--- config.mk ---
export PLATFORM = sky130hd
export DESIGN_NAME = serial_power_ctrl
export DESIGN_NICKNAME = d
export VERILOG_FILES = /design/src/logic/serial_pd_pkg.sv /design/src/logic/serial_power_ctrl.sv /design/src/logic/pin_sync.sv /design/src/logic/line_valid_filter.sv
export SDC_FILE = /design/constraint.sdc
export NUM_CORES = 1
export LEC_CHECK = 0
export BUFFER_PORTS_ARGS = -buffer_cell sky130_fd_sc_hd__buf_2
export CORE_UTILIZATION = 50
export DETAILED_ROUTE_END_ITERATION = 12
export HOLD_SLACK_MARGIN = 0.15
export MAX_ROUTING_LAYER = met4
export PLACE_DENSITY = 0.68
export SETUP_SLACK_MARGIN = 0.2
export SYNTH_ARGS = -nofsm -noshare
export SYNTH_HDL_FRONTEND = slang
export SYNTH_SLANG_ARGS = --single-unit
--- constraint.sdc ---
create_clock -name sys_clk -period 6.05 [get_ports sys_clk]
set_input_delay 0.3025 -clock sys_clk [delete_from_list [all_inputs] [get_ports sys_clk]]
set_output_delay 0.3025 -clock sys_clk [all_outputs]
set_load 0.02 [all_outputs]
--- src/logic/serial_pd_pkg.sv ---
// constants and types shared by the serial port power-mode control
// assumes a single 25 MHz clock and synchronised pin inputs
package serial_pd_pkg;

  localparam int CLK_MHZ = 25;
  localparam int N_RX = 5;
  localparam int MON_IDX = 0;
  localparam int CNT_W = 12;

  // times in microseconds
  localparam int T_PERSIST_US = 30;
  localparam int T_RECOVER_US = 1;
  localparam int T_RESUME_US = 100;
  localparam int T_GRACE_US = 30;

  // cycle counts derived from the clock rate
  localparam logic [CNT_W-1:0] PERSIST_CYC = CNT_W'(T_PERSIST_US * CLK_MHZ);
  localparam logic [CNT_W-1:0] RECOVER_CYC = CNT_W'(T_RECOVER_US * CLK_MHZ);
  localparam logic [CNT_W-1:0] RESUME_CYC = CNT_W'(T_RESUME_US * CLK_MHZ);
  localparam logic [CNT_W-1:0] GRACE_CYC = CNT_W'(T_GRACE_US * CLK_MHZ);
  localparam logic [CNT_W-1:0] CNT_ZERO = 12'h000;
  localparam logic [CNT_W-1:0] CNT_ONE = 12'h001;

  // register port
  localparam int ADDR_W = 4;
  localparam int DATA_W = 8;
  localparam logic [ADDR_W-1:0] REG_CONFIG = 4'h0;
  localparam logic [ADDR_W-1:0] REG_STATUS = 4'h4;
  localparam int CFG_TWO_PIN_BIT = 0;
  localparam logic [DATA_W-1:0] CONFIG_RESET = 8'h00;
  localparam logic [DATA_W-1:0] DATA_ZERO = 8'h00;
  localparam int ST_MODE_LSB = 0;
  localparam int ST_VALID_BIT = 2;
  localparam int ST_SUPPLY_BIT = 3;
  localparam int ST_TX_BIT = 4;
  localparam int ST_RX_BIT = 5;

  localparam logic [1:0] MODE_ACTIVE = 2'h0;
  localparam logic [1:0] MODE_MANUAL = 2'h1;
  localparam logic [1:0] MODE_AUTO = 2'h2;

  typedef enum logic [1:0] {
    ST_RUN,
    ST_MANUAL_PD,
    ST_AUTO_PD
  } power_state_t;

endpackage

--- src/logic/serial_power_ctrl.sv ---
// power-mode control for a three-driver, five-receiver serial transceiver
// assumes control pins and line detectors are asynchronous to sys_clk
// Function
// - power-down stops supply and floats transmitters
// - two-pin: receivers off only in manual power-down
// - single-pin: low power_down_n enters power-down
// - single-pin: receivers stay on in power-down
// - two-pin: force_sleep_n low forces manual power-down
// - two-pin: both control pins high: always running
// - two-pin manual power-down disables receivers
// - tied control pins never engage auto mode
// - transmission resumes within 100 us of wake
// - auto mode: no valid level 30 us after wake: sleep
// - line_valid high when any input valid
// - line_valid falls after over 30 us invalid
// - line_valid rises 1 us after valid
// - line_valid works in every mode
// - auto mode: low line_valid means powered down
// - auto mode: 30 us invalid powers down
// - auto mode: valid level wakes device
// - auto only with hold_awake low, sleep high
// - single-pin: rx_enable_n gates receivers always
// - monitor receiver output always active
`timescale 1ns/1ns
`default_nettype none
module serial_power_ctrl (
  input wire logic sys_clk,
  input wire logic rst,
  input wire logic power_down_n,
  input wire logic rx_enable_n,
  input wire logic force_sleep_n,
  input wire logic hold_awake,
  input wire logic [serial_pd_pkg::N_RX-1:0] rx_line,
  input wire logic [serial_pd_pkg::N_RX-1:0] rx_level_valid,
  input wire logic [serial_pd_pkg::ADDR_W-1:0] reg_addr,
  input wire logic [serial_pd_pkg::DATA_W-1:0] reg_wdata,
  input wire logic reg_wr,
  input wire logic reg_rd,
  output logic [serial_pd_pkg::DATA_W-1:0] reg_rdata,
  output logic supply_on,
  output logic tx_oe,
  output logic [serial_pd_pkg::N_RX-1:0] rx_out,
  output logic rx_oe,
  output logic monitor_rx_out,
  output logic line_valid
);

  localparam int N_CTRL = 4;

  logic [N_CTRL-1:0] ctrl_sync;
  logic power_down_n_s;
  logic rx_enable_n_s;
  logic force_sleep_n_s;
  logic hold_awake_s;
  logic [serial_pd_pkg::N_RX-1:0] rx_line_s;
  logic [serial_pd_pkg::N_RX-1:0] rx_valid_s;
  logic [serial_pd_pkg::DATA_W-1:0] config_reg;
  logic two_pin;
  logic manual_req;
  logic auto_en;
  logic grace_done;
  logic resume_done;
  serial_pd_pkg::power_state_t state;
  serial_pd_pkg::power_state_t next_state;
  logic [serial_pd_pkg::CNT_W-1:0] grace_cnt;
  logic [serial_pd_pkg::CNT_W-1:0] resume_cnt;

  function automatic logic is_powered_down(input serial_pd_pkg::power_state_t s);
    is_powered_down = (s != serial_pd_pkg::ST_RUN);
  endfunction

  function automatic logic [1:0] mode_code(input serial_pd_pkg::power_state_t s);
    case (s)
      serial_pd_pkg::ST_RUN: mode_code = serial_pd_pkg::MODE_ACTIVE;
      serial_pd_pkg::ST_MANUAL_PD: mode_code = serial_pd_pkg::MODE_MANUAL;
      serial_pd_pkg::ST_AUTO_PD: mode_code = serial_pd_pkg::MODE_AUTO;
      default: mode_code = serial_pd_pkg::MODE_MANUAL;
    endcase
  endfunction

  // pin synchronisers
  pin_sync #(
    .WIDTH(N_CTRL)
  ) u_ctrl_sync (
    .sys_clk(sys_clk),
    .rst(rst),
    .pin_in({power_down_n, rx_enable_n, force_sleep_n, hold_awake}),
    .pin_sync_out(ctrl_sync)
  );

  pin_sync #(
    .WIDTH(serial_pd_pkg::N_RX)
  ) u_line_sync (
    .sys_clk(sys_clk),
    .rst(rst),
    .pin_in(rx_line),
    .pin_sync_out(rx_line_s)
  );

  pin_sync #(
    .WIDTH(serial_pd_pkg::N_RX)
  ) u_valid_sync (
    .sys_clk(sys_clk),
    .rst(rst),
    .pin_in(rx_level_valid),
    .pin_sync_out(rx_valid_s)
  );

  assign power_down_n_s = ctrl_sync[3];
  assign rx_enable_n_s = ctrl_sync[2];
  assign force_sleep_n_s = ctrl_sync[1];
  assign hold_awake_s = ctrl_sync[0];

  // line status runs regardless of power state
  line_valid_filter u_filter (
    .sys_clk(sys_clk),
    .rst(rst),
    .rx_valid(rx_valid_s),
    .line_valid(line_valid)
  );

  // register port
  always_ff @(posedge sys_clk or posedge rst) begin
    if (rst) begin
      config_reg <= serial_pd_pkg::CONFIG_RESET;
    end else if (reg_wr && reg_addr == serial_pd_pkg::REG_CONFIG) begin
      config_reg <= reg_wdata;
    end
  end

  always_ff @(posedge sys_clk or posedge rst) begin
    if (rst) begin
      reg_rdata <= serial_pd_pkg::DATA_ZERO;
    end else begin
      reg_rdata <= serial_pd_pkg::DATA_ZERO;
      if (reg_rd && reg_addr == serial_pd_pkg::REG_CONFIG) begin
        reg_rdata <= config_reg;
      end else if (reg_rd && reg_addr == serial_pd_pkg::REG_STATUS) begin
        reg_rdata[serial_pd_pkg::ST_MODE_LSB +: 2] <= mode_code(state);
        reg_rdata[serial_pd_pkg::ST_VALID_BIT] <= line_valid;
        reg_rdata[serial_pd_pkg::ST_SUPPLY_BIT] <= supply_on;
        reg_rdata[serial_pd_pkg::ST_TX_BIT] <= tx_oe;
        reg_rdata[serial_pd_pkg::ST_RX_BIT] <= rx_oe;
      end
    end
  end

  assign two_pin = config_reg[serial_pd_pkg::CFG_TWO_PIN_BIT];

  // manual request per variant
  assign manual_req = two_pin ? !force_sleep_n_s : !power_down_n_s;
  // tied pins give sleep low or both high, so auto never engages
  assign auto_en = two_pin && force_sleep_n_s && !hold_awake_s;
  assign grace_done = (grace_cnt == serial_pd_pkg::CNT_ZERO);
  assign resume_done = (resume_cnt == serial_pd_pkg::RESUME_CYC);

  always_comb begin
    next_state = state;
    case (state)
      serial_pd_pkg::ST_RUN: begin
        if (manual_req) begin
          next_state = serial_pd_pkg::ST_MANUAL_PD;
        end else if (auto_en && !line_valid && grace_done) begin
          next_state = serial_pd_pkg::ST_AUTO_PD;
        end
      end
      serial_pd_pkg::ST_MANUAL_PD: begin
        if (!manual_req) begin
          next_state = serial_pd_pkg::ST_RUN;
        end
      end
      serial_pd_pkg::ST_AUTO_PD: begin
        if (manual_req) begin
          next_state = serial_pd_pkg::ST_MANUAL_PD;
        end else if (line_valid || !auto_en) begin
          next_state = serial_pd_pkg::ST_RUN;
        end
      end
      default: next_state = serial_pd_pkg::ST_MANUAL_PD;
    endcase
  end

  always_ff @(posedge sys_clk or posedge rst) begin
    if (rst) begin
      state <= serial_pd_pkg::ST_MANUAL_PD;
    end else begin
      state <= next_state;
    end
  end

  // wake grace window before auto power-down may act
  always_ff @(posedge sys_clk or posedge rst) begin
    if (rst) begin
      grace_cnt <= serial_pd_pkg::GRACE_CYC;
    end else if (is_powered_down(state)) begin
      grace_cnt <= serial_pd_pkg::GRACE_CYC;
    end else if (!grace_done) begin
      grace_cnt <= grace_cnt - serial_pd_pkg::CNT_ONE;
    end
  end

  // transmitter resume delay after supply start
  always_ff @(posedge sys_clk or posedge rst) begin
    if (rst) begin
      resume_cnt <= serial_pd_pkg::CNT_ZERO;
    end else if (is_powered_down(state)) begin
      resume_cnt <= serial_pd_pkg::CNT_ZERO;
    end else if (!resume_done) begin
      resume_cnt <= resume_cnt + serial_pd_pkg::CNT_ONE;
    end
  end

  always_ff @(posedge sys_clk or posedge rst) begin
    if (rst) begin
      supply_on <= 1'b0;
      tx_oe <= 1'b0;
    end else begin
      supply_on <= !is_powered_down(state);
      tx_oe <= !is_powered_down(state) && resume_done;
    end
  end

  always_ff @(posedge sys_clk or posedge rst) begin
    if (rst) begin
      rx_oe <= 1'b0;
    end else if (two_pin) begin
      rx_oe <= (state != serial_pd_pkg::ST_MANUAL_PD);
    end else begin
      rx_oe <= !rx_enable_n_s;
    end
  end

  always_ff @(posedge sys_clk or posedge rst) begin
    if (rst) begin
      rx_out <= '0;
      monitor_rx_out <= 1'b0;
    end else begin
      rx_out <= ~rx_line_s;
      monitor_rx_out <= rx_line_s[serial_pd_pkg::MON_IDX];
    end
  end

  // checking helpers: run counters mirror the filter's view of the inputs
  localparam int RESUME_LIM = serial_pd_pkg::T_RESUME_US * serial_pd_pkg::CLK_MHZ;
  localparam int PERSIST_LIM = serial_pd_pkg::T_PERSIST_US * serial_pd_pkg::CLK_MHZ;
  localparam int RECOVER_LIM = serial_pd_pkg::T_RECOVER_US * serial_pd_pkg::CLK_MHZ;
  // saturation keeps the run counters from wrapping on long idle spells
  localparam int RUN_SAT = 4000;
  logic any_valid_h;
  int invalid_run;
  int valid_run;
  int wake_age;

  assign any_valid_h = |rx_valid_s;

  always_ff @(posedge sys_clk or posedge rst) begin
    if (rst) begin
      invalid_run <= 0;
      valid_run <= 0;
      wake_age <= 0;
    end else begin
      invalid_run <= any_valid_h ? 0 : ((invalid_run < RUN_SAT) ? invalid_run + 1 : invalid_run);
      valid_run <= !any_valid_h ? 0 : ((valid_run < RUN_SAT) ? valid_run + 1 : valid_run);
      wake_age <= (supply_on && !tx_oe) ? wake_age + 1 : 0;
    end
  end
endmodule
`default_nettype wire

--- src/logic/pin_sync.sv ---
// two-flop synchroniser for a group of pin levels
// assumes pins are asynchronous to sys_clk
`timescale 1ns/1ns
`default_nettype none
module pin_sync #(
  parameter int WIDTH = 1
) (
  input wire logic sys_clk,
  input wire logic rst,
  input wire logic [WIDTH-1:0] pin_in,
  output logic [WIDTH-1:0] pin_sync_out
);

  logic [WIDTH-1:0] stage1;

  always_ff @(posedge sys_clk or posedge rst) begin
    if (rst) begin
      stage1 <= '0;
      pin_sync_out <= '0;
    end else begin
      stage1 <= pin_in;
      pin_sync_out <= stage1;
    end
  end

endmodule
`default_nettype wire

--- src/logic/line_valid_filter.sv ---
// line-valid status with fall persistence and rise recovery delay
// assumes synchronised per-input valid levels
`timescale 1ns/1ns
`default_nettype none
module line_valid_filter (
  input wire logic sys_clk,
  input wire logic rst,
  input wire logic [serial_pd_pkg::N_RX-1:0] rx_valid,
  output logic line_valid
);

  logic any_valid;
  logic [serial_pd_pkg::CNT_W-1:0] run_cnt;

  assign any_valid = |rx_valid;

  always_ff @(posedge sys_clk or posedge rst) begin
    if (rst) begin
      line_valid <= 1'b0;
      run_cnt <= serial_pd_pkg::CNT_ZERO;
    end else if (line_valid) begin
      if (any_valid) begin
        run_cnt <= serial_pd_pkg::CNT_ZERO;
      end else if (run_cnt == serial_pd_pkg::PERSIST_CYC) begin
        line_valid <= 1'b0;
        run_cnt <= serial_pd_pkg::CNT_ZERO;
      end else begin
        run_cnt <= run_cnt + serial_pd_pkg::CNT_ONE;
      end
    end else begin
      if (!any_valid) begin
        run_cnt <= serial_pd_pkg::CNT_ZERO;
      end else if (run_cnt == serial_pd_pkg::RECOVER_CYC - serial_pd_pkg::CNT_ONE) begin
        line_valid <= 1'b1;
        run_cnt <= serial_pd_pkg::CNT_ZERO;
      end else begin
        run_cnt <= run_cnt + serial_pd_pkg::CNT_ONE;
      end
    end
  end

endmodule
`default_nettype wire

==> results of run 1 <==
==> how the worst max path moves through the flow <==
stage,slack (ps),endpoint
after global routing,3690,u_filter.run_cnt[8]
after detailed placement,3990,u_filter.run_cnt[10]
after floorplan,3370,config_reg[0]
after CTS,3880,u_filter.run_cnt[8]
final,3810,u_filter.run_cnt[8]
after global placement,4040,u_filter.run_cnt[10]
==> per-layer routing <==
layer | track usage (%) | wire (um) | vias up
met5 | - | 0 | -
met4 | 7.004 | 71 | 0
met3 | 4.713 | 261 | 6
met2 | 27.84 | 2825 | 62
met1 | 26.55 | 3201 | 1200
li1 | - | - | 1187
==> logic make-up (layout without fill, tap and decap cells) <==
group	Yosys count	count (layout)
and+or+nand+nor	113	113
muxes	17	17
DFF	92	92
AOI/OAI and AO/OA	32	32
buffers and inverters	20	94
xor gates and xnor gates	18	18
adders and majority gates	7	7
==> critical path, stage by stage, from the launching register on <==
cell and delay [ps]:
dfrtp_1 450, nor4b_1 430, nand4_1 200, a22oi_1 860, nor2_1 140
==> timing repair <==
| item | 4_1_cts | 5_1_grt |
|---|---|---|
| endpoints found under the hold margin | 45 | 0 |
| hold buffers | 15 | 0 |
| endpoints found under the setup margin | 0 | 0 |
==> area by class of cell <==
type	count	area (um^2)
fillers	584	2589
well taps	96	120.1
inverters	15	57.56
multi-input cells	187	1272
clock buffers	9	123.9
clock inverters	7	76.32
flip-flops and latches	92	2312
repair buffers	63	392.9
==> cell usage in the layout (no fill, tap or decap), types with 4 or more instances in the layout <==
master	Yosys	routed
a21oi_1	9	9
buf_2	0	47
clkbuf_8	0	9
dfrtp_1	84	84
dfstp_2	8	8
dlygate4sd3_1	0	15
ha_1	7	7
inv_1	14	13
mux2_2	8	8
mux2i_1	8	8
nand2_1	11	11
nand3_1	13	13
nand4_1	7	7
nor2_1	33	33
nor2b_1	5	5
nor3_1	5	5
nor4_1	7	7
o21ai_0	5	5
o31ai_1	6	6
or3_1	4	4
xnor2_1	9	9
xor2_1	9	9
==> per-stage QoR <==
stage | hold WS [ps] | util [%] | total power (W) | instance area [um^2] | worst slack (ps)
after global placement | 332.1 | 57.68 | 0.0009381 | 4005 | 4045
after global routing | 164.9 | 62.72 | 0.001428 | 4355 | 3690
final | 170.9 | 62.72 | 0.001349 | 4355 | 3815
after CTS | 157.5 | 62.72 | 0.001364 | 4355 | 3880
after floorplan | 331.2 | - | 0.0008812 | 3660 | 3369
after detailed placement | 334.7 | 57.68 | 0.0009474 | 4005 | 3986
==> power breakdown <==
group | leakage [nW] | total, W | internal (W) | switching, W
Sequential | 1.15 | 0.000726 | 0.000676 | 0.0000499
Clock | 0.103 | 0.000407 | 0.000165 | 0.000242
Combinational | 0.742 | 0.000216 | 0.0000931 | 0.000122
Total | 2.00 | 0.00135 | 0.000935 | 0.000414
==> qor.txt, run 1 <==
Crit Path Max Fanout: 12
First-pass iteration count of the detailed router: 4
Final critical-path required period: 2235 ps
Reg-to-reg setup timing slack: 3810 ps
Hold Path Depth: 2
Worst vdd ir: 179.5 uV
Hold worst-path end: config_reg[3]
Setup CP Type: register to register
CTS clock-pin slew for the worst setup and hold paths: 100 ps
# rows: 30
Synth async-reset ratio: 100.0%
Vias in the first global route: 2292
1st-iter DRT viols: 109
Tcrit/Tclk final: 36.95%
Ant. Diodes: 0
Worst setup path start: u_filter.run_cnt[8]
Die area: 7666 um^2
Warnings, synthesis: 0
Simple logic cell fraction of the synthesized area: 17.23%
Grt total ovfl: 0
CTS Buf Count: 9
Root Driver: clkbuf_8
First-pass GRT wire length: 10780 um
Mux share of post-synthesis cell area: 5.060%
Biggest area consumer among synthesized cells: dfrtp_1
Register area share after synthesis: 63.18%
Post-synth top cells: 84 x dfrtp_1, 33 x nor2_1, 14 x inv_1
Antenna-violating nets left: 0
Max Clock Skew: 9.533 ps
Final setup TNS: 0 ps
CP startpoint kind: register
GR Util All Layers: 19.25%
Mean Syn Cell Area: 12.24 um^2
Adder-cell share of the synthesized area: 2.393%
HPWL after detailed placement: 4191 um
Initial antenna violation count: 0
FF+latch count, synth: 92
PostCTS Resize Cnt: 0
Slew @ Worst Pin: 1025 ps
Non-Filler Instances: 469
Status: complete, no violations
Crit path DAT: 2440 ps
EDFF count, synth: 0
# setup viols final: 0
GPL Wtd Cong: 0.8487
Layout Nets: 405
Worst hold path class: primary input to register
F_max: 447.4 MHz
Clock Latency Late Sink: 360 ps
CTS tree: done
Synthesized area: 3660 um^2
Number of port buffers: 47
WL/cell: 13.56 um
Synth Area in XOR/XNOR: 4.308%
Top Registers: grace_cnt: 12 flops, resume_cnt: 12 flops, u_filter.run_cnt: 12 flops
Post-CTS Setup Bufs: 0
Ys flop type: dfrtp_1
Clock sinks: 92
H-tree Lvls: 3
Area Growth Syn to Fin: 19.01%
Initial core utilization: 52.70%
RR Endpoint: u_filter.run_cnt[8]
I/O pin cnt: 48
Slew headroom: 31.66%
DP Cell Count: 438
Via density: 5.235
Critical Path RT: 6250 ps
Die width: 87.56 um
Count of different cell masters after synthesis: 46
Vias: 2455
Synth Area in Compound Gates: 5.778%
Bufs on Longest Clock Path: 2
Hold path startpoint: reg_wdata[3]
Worst Reg-to-Reg Cells: 4
Hold violation count in the final report: 0
Core ar.: 6944 um^2
# Max-Cap Violations: 0
Fin. max-slew vios: 0
RSZ-0062 raised after global routing: no
RR Startpoint: u_filter.run_cnt[8]
Total wire length: 6359 um
Count leader, synth: dfrtp_1
Area contributors post-synth: dfrtp_1 57%, dfstp_2 5.7%, nor2_1 3.4%, mux2_2 2.5%, ha_1 2.4%
Syn Inst Count: 299
Largest net degree at the start of global routing: 57
Largest family of logic cells by synthesized area: simple AND/OR/NAND/NOR gates
P_leak: 1.996 nW
Synth top area share: 57.44%
Power Dens Cells: 309.7 nW/um^2
Syn nets: 336
DRC errors left: 0
Die Height: 87.56 um
Share of cells above drive strength 1: 24.66%
Worst Setup End Kind: register
(Power assumes the default switching activity.)
==> run 2, diff against run 1 <==
PLACE_DENSITY = 0.7   (was 0.68)
clock period = 1.9 ns   (was 6.05 ns; I/O delays follow)
==> run 2 against run 1 <==
Non-clock buffer count rose by 19. Maximum frequency rose by 27%. Die area did not move. Via count rose by 2.6%. Routed wire length rose by 1.7%. Count of clock-buffer cells in the layout rose by 1. Final cell count rose by 4.1%. Sequential cell count did not move. Hold slack improved by 6.9 ps. Combinational power rose to 3.5 times the previous value. Clock power rose to 3.4 times the previous value. Largest power group unchanged.
==> qor.txt, run 2 (synthesis results as in run 1) <==
Status: complete, no violations (unchanged)
Most common cell after layout, fill and taps aside: dfrtp_1 (unchanged)
Final setup TNS: 0 ps (unchanged)
Max Clock Skew: 10.15 ps (was 9.533 ps)
Reg-to-reg setup timing slack: 140 ps (was 3810 ps)
First-pass iteration count of the detailed router: 4 (unchanged)
Root Driver: clkbuf_8 (unchanged)
Hold path startpoint: reg_rd (was reg_wdata[3])
Die width: 87.56 um (unchanged)
1st-iter DRT viols: 133 (was 109)
Hold worst-path end: reg_rdata[1] (was config_reg[3])
Area Growth Syn to Fin: 26.12% (was 19.01%)
Crit path DAT: 2050 ps (was 2440 ps)
# rows: 30 (unchanged)
Die Height: 87.56 um (unchanged)
# setup viols final: 0 (unchanged)
Hold Path Depth: 3 (was 2)
First-pass GRT wire length: 11090 um (was 10780 um)
Slew headroom: 69.01% (was 31.66%)
Clock sinks: 92 (unchanged)
Slew @ Worst Pin: 464.9 ps (was 1025 ps)
WL/cell: 13.25 um (was 13.56 um)
Initial core utilization: 52.70% (unchanged)
Power Dens Cells: 964.5 nW/um^2 (was 309.7 nW/um^2)
Final Power: 0.004452 W (was 0.001349 W)
HPWL after detailed placement: 4163 um (was 4191 um)
Number of port buffers: 47 (unchanged)
Core ar.: 6944 um^2 (unchanged)
Initial antenna violation count: 0 (unchanged)
RR Startpoint: grace_cnt[3] (was u_filter.run_cnt[8])
I/O pin cnt: 48 (unchanged)
Clock Latency Late Sink: 350 ps (was 360 ps)
P_leak: 2.100 nW (was 1.996 nW)
Share of cells above drive strength 1: 28.57% (was 24.66%)
Setup CP Type: register to register (unchanged)
Crit Path Max Fanout: 3 (was 12)
F_max: 566.7 MHz (was 447.4 MHz)
Critical Path RT: 2180 ps (was 6250 ps)
Vias in the first global route: 2511 (was 2292)
Worst Reg-to-Reg Cells: 5 (was 4)
GR Util All Layers: 19.41% (was 19.25%)
Tcrit/Tclk final: 92.87% (was 36.95%)
Worst setup path start: grace_cnt[3] (was u_filter.run_cnt[8])
Die area: 7666 um^2 (unchanged)
Worst Setup End Kind: register (unchanged)
CTS Buf Count: 9 (unchanged)
CTS tree: done (unchanged)
CP startpoint kind: register (unchanged)
CTS clock-pin slew for the worst setup and hold paths: 90 ps (was 100 ps)
Largest net degree at the start of global routing: 93 (was 57)
Layout Nets: 424 (was 405)
Antenna-violating nets left: 0 (unchanged)
H-tree Lvls: 3 (unchanged)
Final critical-path required period: 1765 ps (was 2235 ps)
GPL Wtd Cong: 0.8146 (was 0.8487)
Total wire length: 6467 um (was 6359 um)
Fin. max-slew vios: 0 (unchanged)
RR Endpoint: grace_cnt[1] (was u_filter.run_cnt[8])
Via density: 5.162 (was 5.235)
Grt total ovfl: 0 (unchanged)
Worst vdd ir: 625.0 uV (was 179.5 uV)
Top Registers: grace_cnt: 12 flops, resume_cnt: 12 flops, u_filter.run_cnt: 12 flops (unchanged)
Bufs on Longest Clock Path: 2 (unchanged)
Worst hold path class: primary input to register (unchanged)
# Max-Cap Violations: 0 (unchanged)
Vias: 2519 (was 2455)
Hold violation count in the final report: 0 (unchanged)
RSZ-0062 raised after global routing: yes (was no)
Ant. Diodes: 0 (unchanged)
Most frequent cells in the layout: 84 x dfrtp_1, 47 x buf_2, 33 x nor2_1 (unchanged)
DRC errors left: 0 (unchanged)
## run 2: changes by cell type in the layout (fill, tap and decap cells not counted), sizes merged
cell / previous run / this run
clkbuf: 9 / 10
bufinv: 0 / 1
dlygate4sd3: 15 / 24
buf: 48 / 58
clkinvlp: 0 / 1
inv: 19 / 18
clkinv: 3 / 1
## run 2: power by group
group	internal, W	switching, W
Sequential	0.00215	0.000158
Clock	0.000670	0.000704
Combinational	0.000353	0.000413
## run 2: worst max-delay path: stages (launching register included)
cell and delay, ps:
dfstp_2 380, or4_4 560, nor4_4 240, buf_4 170, mux2_4 290, nand2_1 70
## run 2: per-stage QoR
stage	utilization (%)	hold WS, ps	worst slack, ps	instances	instance area (um^2)
final	66.47	177.8	135.4	488	4616
after global routing	66.47	199.6	53.61	488	4616
after CTS	65.98	171.5	128.2	487	4582
after detailed placement	58.32	204.3	14.52	442	4050
after global placement	58.32	202.6	43.17	442	4050
after floorplan	-	126.4	139.0	299	3664
## run 2: what timing repair did
item                                   CTS  global route
gates resized for setup                 10             6
pin swaps                                4             3
hold buffers                            24             0
buffers inserted                         5             1
endpoints found under the hold margin  109             0
setup endpoints to repair                8            19
## run 2: area by class of cell
class	count	area (um^2)
Fill cell	528	2328
Clock inverter	6	76.32
Timing Repair Buffer	82	570.5
Multi-Input combinational cell	187	1339
Tap cell	96	120.1
Clock buffer	10	137.6
Sequential cell	92	2312
Inverter	15	60.06
## run 2: per-layer routing
layer | track usage [%] | wire, um
met1 | 25.29 | 3140
met2 | 30.97 | 3088
met3 | 3.676 | 183
met4 | 6.259 | 53
met5 | - | 0
## run 2: worst max-delay path by stage
| stage | slack (ps) | depth (start not counted) | end |
|---|---|---|---|
| after floorplan | 140 | 4 | grace_cnt[1] |
| after global placement | 40 | 4 | grace_cnt[1] |
| after CTS | 130 | 5 | grace_cnt[1] |
| after global routing | 50 | 6 | grace_cnt[8] |
| final | 140 | 5 | grace_cnt[1] |
| after detailed placement | 10 | 4 | grace_cnt[1] |
==> run 3, diff against run 2 <==
GPL_TIMING_DRIVEN = 0   (was default)
PLACE_DENSITY = 0.68   (was 0.7)
clock period = 2.1 ns   (was 1.9 ns; I/O delays follow)
==> run 3 against run 2 <==
Clock skew fell by 2.2 ps. Hold slack improved by 0.70 ps. Routed wire length rose by 2.3%. Final area fell by 0.70%. Sequential power fell by 9.5%. Maximum frequency fell by 6.0%. Clock power fell by 6%. Combinational power fell by 12%. Die area did not move.
==> qor.txt, run 3 (synthesis results as in run 1) <==
Share of cells above drive strength 1: 26.85% (was 28.57%)
Crit Path Max Fanout: 5 (was 3)
Core ar.: 6944 um^2 (unchanged)
Final Cell Area: 4583 um^2 (was 4616 um^2)
Worst Setup End Kind: register (unchanged)
Hold violation count in the final report: 0 (unchanged)
Clock Latency Late Sink: 350 ps (about the same)
Total wire length: 6617 um (was 6467 um)
P_leak: 2.078 nW (was 2.100 nW)
Worst hold path class: primary input to register (unchanged)
Final Power: 0.004054 W (was 0.004452 W)
Most frequent cells in the layout: 83 x dfrtp_1, 46 x buf_2, 33 x nor2_1 (was 84 x dfrtp_1, 47 x buf_2, 33 x nor2_1)
Antenna-violating nets left: 0 (unchanged)
# Max-Cap Violations: 0 (unchanged)
First-pass iteration count of the detailed router: 4 (unchanged)
CP startpoint kind: register (unchanged)
Root Driver: clkbuf_8 (unchanged)
Final critical-path required period: 1877 ps (was 1765 ps)
Initial core utilization: 52.70% (unchanged)
Grt total ovfl: 0 (unchanged)
Setup CP Type: register to register (unchanged)
Final setup TNS: 0 ps (unchanged)
Critical Path RT: 2390 ps (was 2180 ps)
Worst setup path start: grace_cnt[8] (was grace_cnt[3])
F_max: 532.8 MHz (was 566.7 MHz)
Die Height: 87.56 um (unchanged)
Layout Nets: 423 (was 424)
RSZ-0062 raised after global routing: yes (unchanged)
Slew @ Worst Pin: 585.4 ps (was 464.9 ps)
Hold path startpoint: reg_rd (unchanged)
DRC errors left: 0 (unchanged)
Crit-path cells: or4_4 -> nor4_4 -> buf_4 -> mux2_4 -> nand2_1 (unchanged)
Power Dens Cells: 884.6 nW/um^2 (was 964.5 nW/um^2)
Top Registers: grace_cnt: 12 flops, resume_cnt: 12 flops, u_filter.run_cnt: 12 flops (unchanged)
CTS clock-pin slew for the worst setup and hold paths: 90 ps (about the same)
Die width: 87.56 um (unchanged)
# rows: 30 (unchanged)
Die area: 7666 um^2 (unchanged)
I/O pin cnt: 48 (unchanged)
Status: complete, no violations (unchanged)
Net Sw Frac: 27.76% (was 28.65%)
Largest net degree at the start of global routing: 42 (was 93)
DP Cell Count: 443 (was 442)
Initial antenna violation count: 0 (unchanged)
GPL Wtd Cong: 0.8306 (was 0.8146)
Bufs on Longest Clock Path: 2 (unchanged)
# setup viols final: 0 (unchanged)
WL/cell: 13.59 um (was 13.25 um)
Area Growth Syn to Fin: 25.23% (was 26.12%)
HPWL after detailed placement: 4101 um (was 4163 um)
Switch Pwr: 0.001125 W (was 0.001275 W)
RR Startpoint: grace_cnt[8] (was grace_cnt[3])
Ant. Diodes: 0 (unchanged)
Vias in the first global route: 2325 (was 2511)
Non-Filler Instances: 487 (was 488)
Comb power frac: 16.6% (was 17.2%)
CTS tree: done (unchanged)
Tcrit/Tclk final: 89.38% (was 92.87%)
H-tree Lvls: 3 (unchanged)
Internal power: 0.002929 W (was 0.003177 W)
CTS Buf Count: 9 (unchanged)
Cell area after placement: 4054 um^2 (was 4050 um^2)
Clock power frac: 31.9% (was 30.9%)
Slew headroom: 60.89% (was 69.01%)
Sequential Power Share: 51.6% (was 51.9%)
Crit path DAT: 2170 ps (was 2050 ps)
Clock sinks: 92 (unchanged)
CP max stage cell: or4_4 (unchanged)
Fin. max-slew vios: 0 (unchanged)
GR Util All Layers: 19.70% (was 19.41%)
Max incr delay on CP: 560 ps (about the same)
Vias: 2466 (was 2519)
Via density: 5.064 (was 5.162)
1st-iter DRT viols: 166 (was 133)
First-pass GRT wire length: 11020 um (was 11090 um)
Max Clock Skew: 7.953 ps (was 10.15 ps)
Most common cell after layout, fill and taps aside: dfrtp_1 (unchanged)
Worst vdd ir: 583.9 uV (was 625.0 uV)
Number of port buffers: 46 (was 47)
## run 3: worst max-delay path, delay by kind of cell, from the launching register on
| family | cells | cell delay [ps] |
|---|---|---|
| and+or+nand+nor | 3 | 930 |
| DFF | 1 | 440 |
| muxes | 1 | 290 |
| buffers and inverters | 1 | 170 |
## run 3: worst paths after layout
check                                               to  slack [ps]  cells past startpoint
max                                       grace_cnt[1]         220                      5
min                                       reg_rdata[4]         180                      3
max reg2reg                               grace_cnt[1]         220                      5
min reg2reg                u_ctrl_sync.pin_sync_out[3]         350                      0
max in group asynchronous                 grace_cnt[9]        1070                      4
min in group asynchronous                    rx_out[0]         390                      3
## run 3: power by group through the flow
stage / Sequential (W) / Clock (W) / Combinational, W
3_3_place_gp: 0.00212 / 0 / 0.000582
5_1_grt: 0.00212 / 0.00140 / 0.000767
6_report: 0.00209 / 0.00129 / 0.000672
4_1_cts: 0.00209 / 0.00134 / 0.000649
3_5_place_dp: 0.00212 / 0 / 0.000605
2_1_floorplan: 0.00212 / 0 / 0.000423
## run 3: final cells by class
cell class              count  area [um^2]
flip-flops and latches     92         2313
clock inverters             7        97.59
multi-input cells         187         1310
clock buffers               9        123.9
fillers                   559         2361
plain buffers               5        20.02
well taps                  96        120.1
repair buffers             76        538.0
inverters                  15        60.06
## run 3: metal layers
metal  share of wire (%)  global-route usage (%)  up-vias
li1                    -                       -     1230
met1                  49                   26.33     1179
met2                  46                   29.69       48
met3                 3.1                   4.241        9
met4                 1.7                   7.601        0
met5                   0                       -        -
## run 3: what timing repair did
item                                   4_1_cts  5_1_grt
pin swaps                                    1        3
endpoints found under the hold margin       46        0
setup endpoints to repair                   15       15
gates resized for setup                      4        6
setup buffers                                2        3
hold buffers                                23        0
## run 3: stage by stage
step | utilization [%] | worst slack (ps) | hold WS [ps]
6_report | 66.00 | 223.1 | 178.5
5_1_grt | 66.00 | 157.4 | 204.3
4_1_cts | 65.24 | 179.2 | 160.5
3_5_place_dp | 58.38 | 121.4 | 202.2
3_3_place_gp | 57.80 | 123.5 | 212.6
2_1_floorplan | - | 283.0 | 136.4
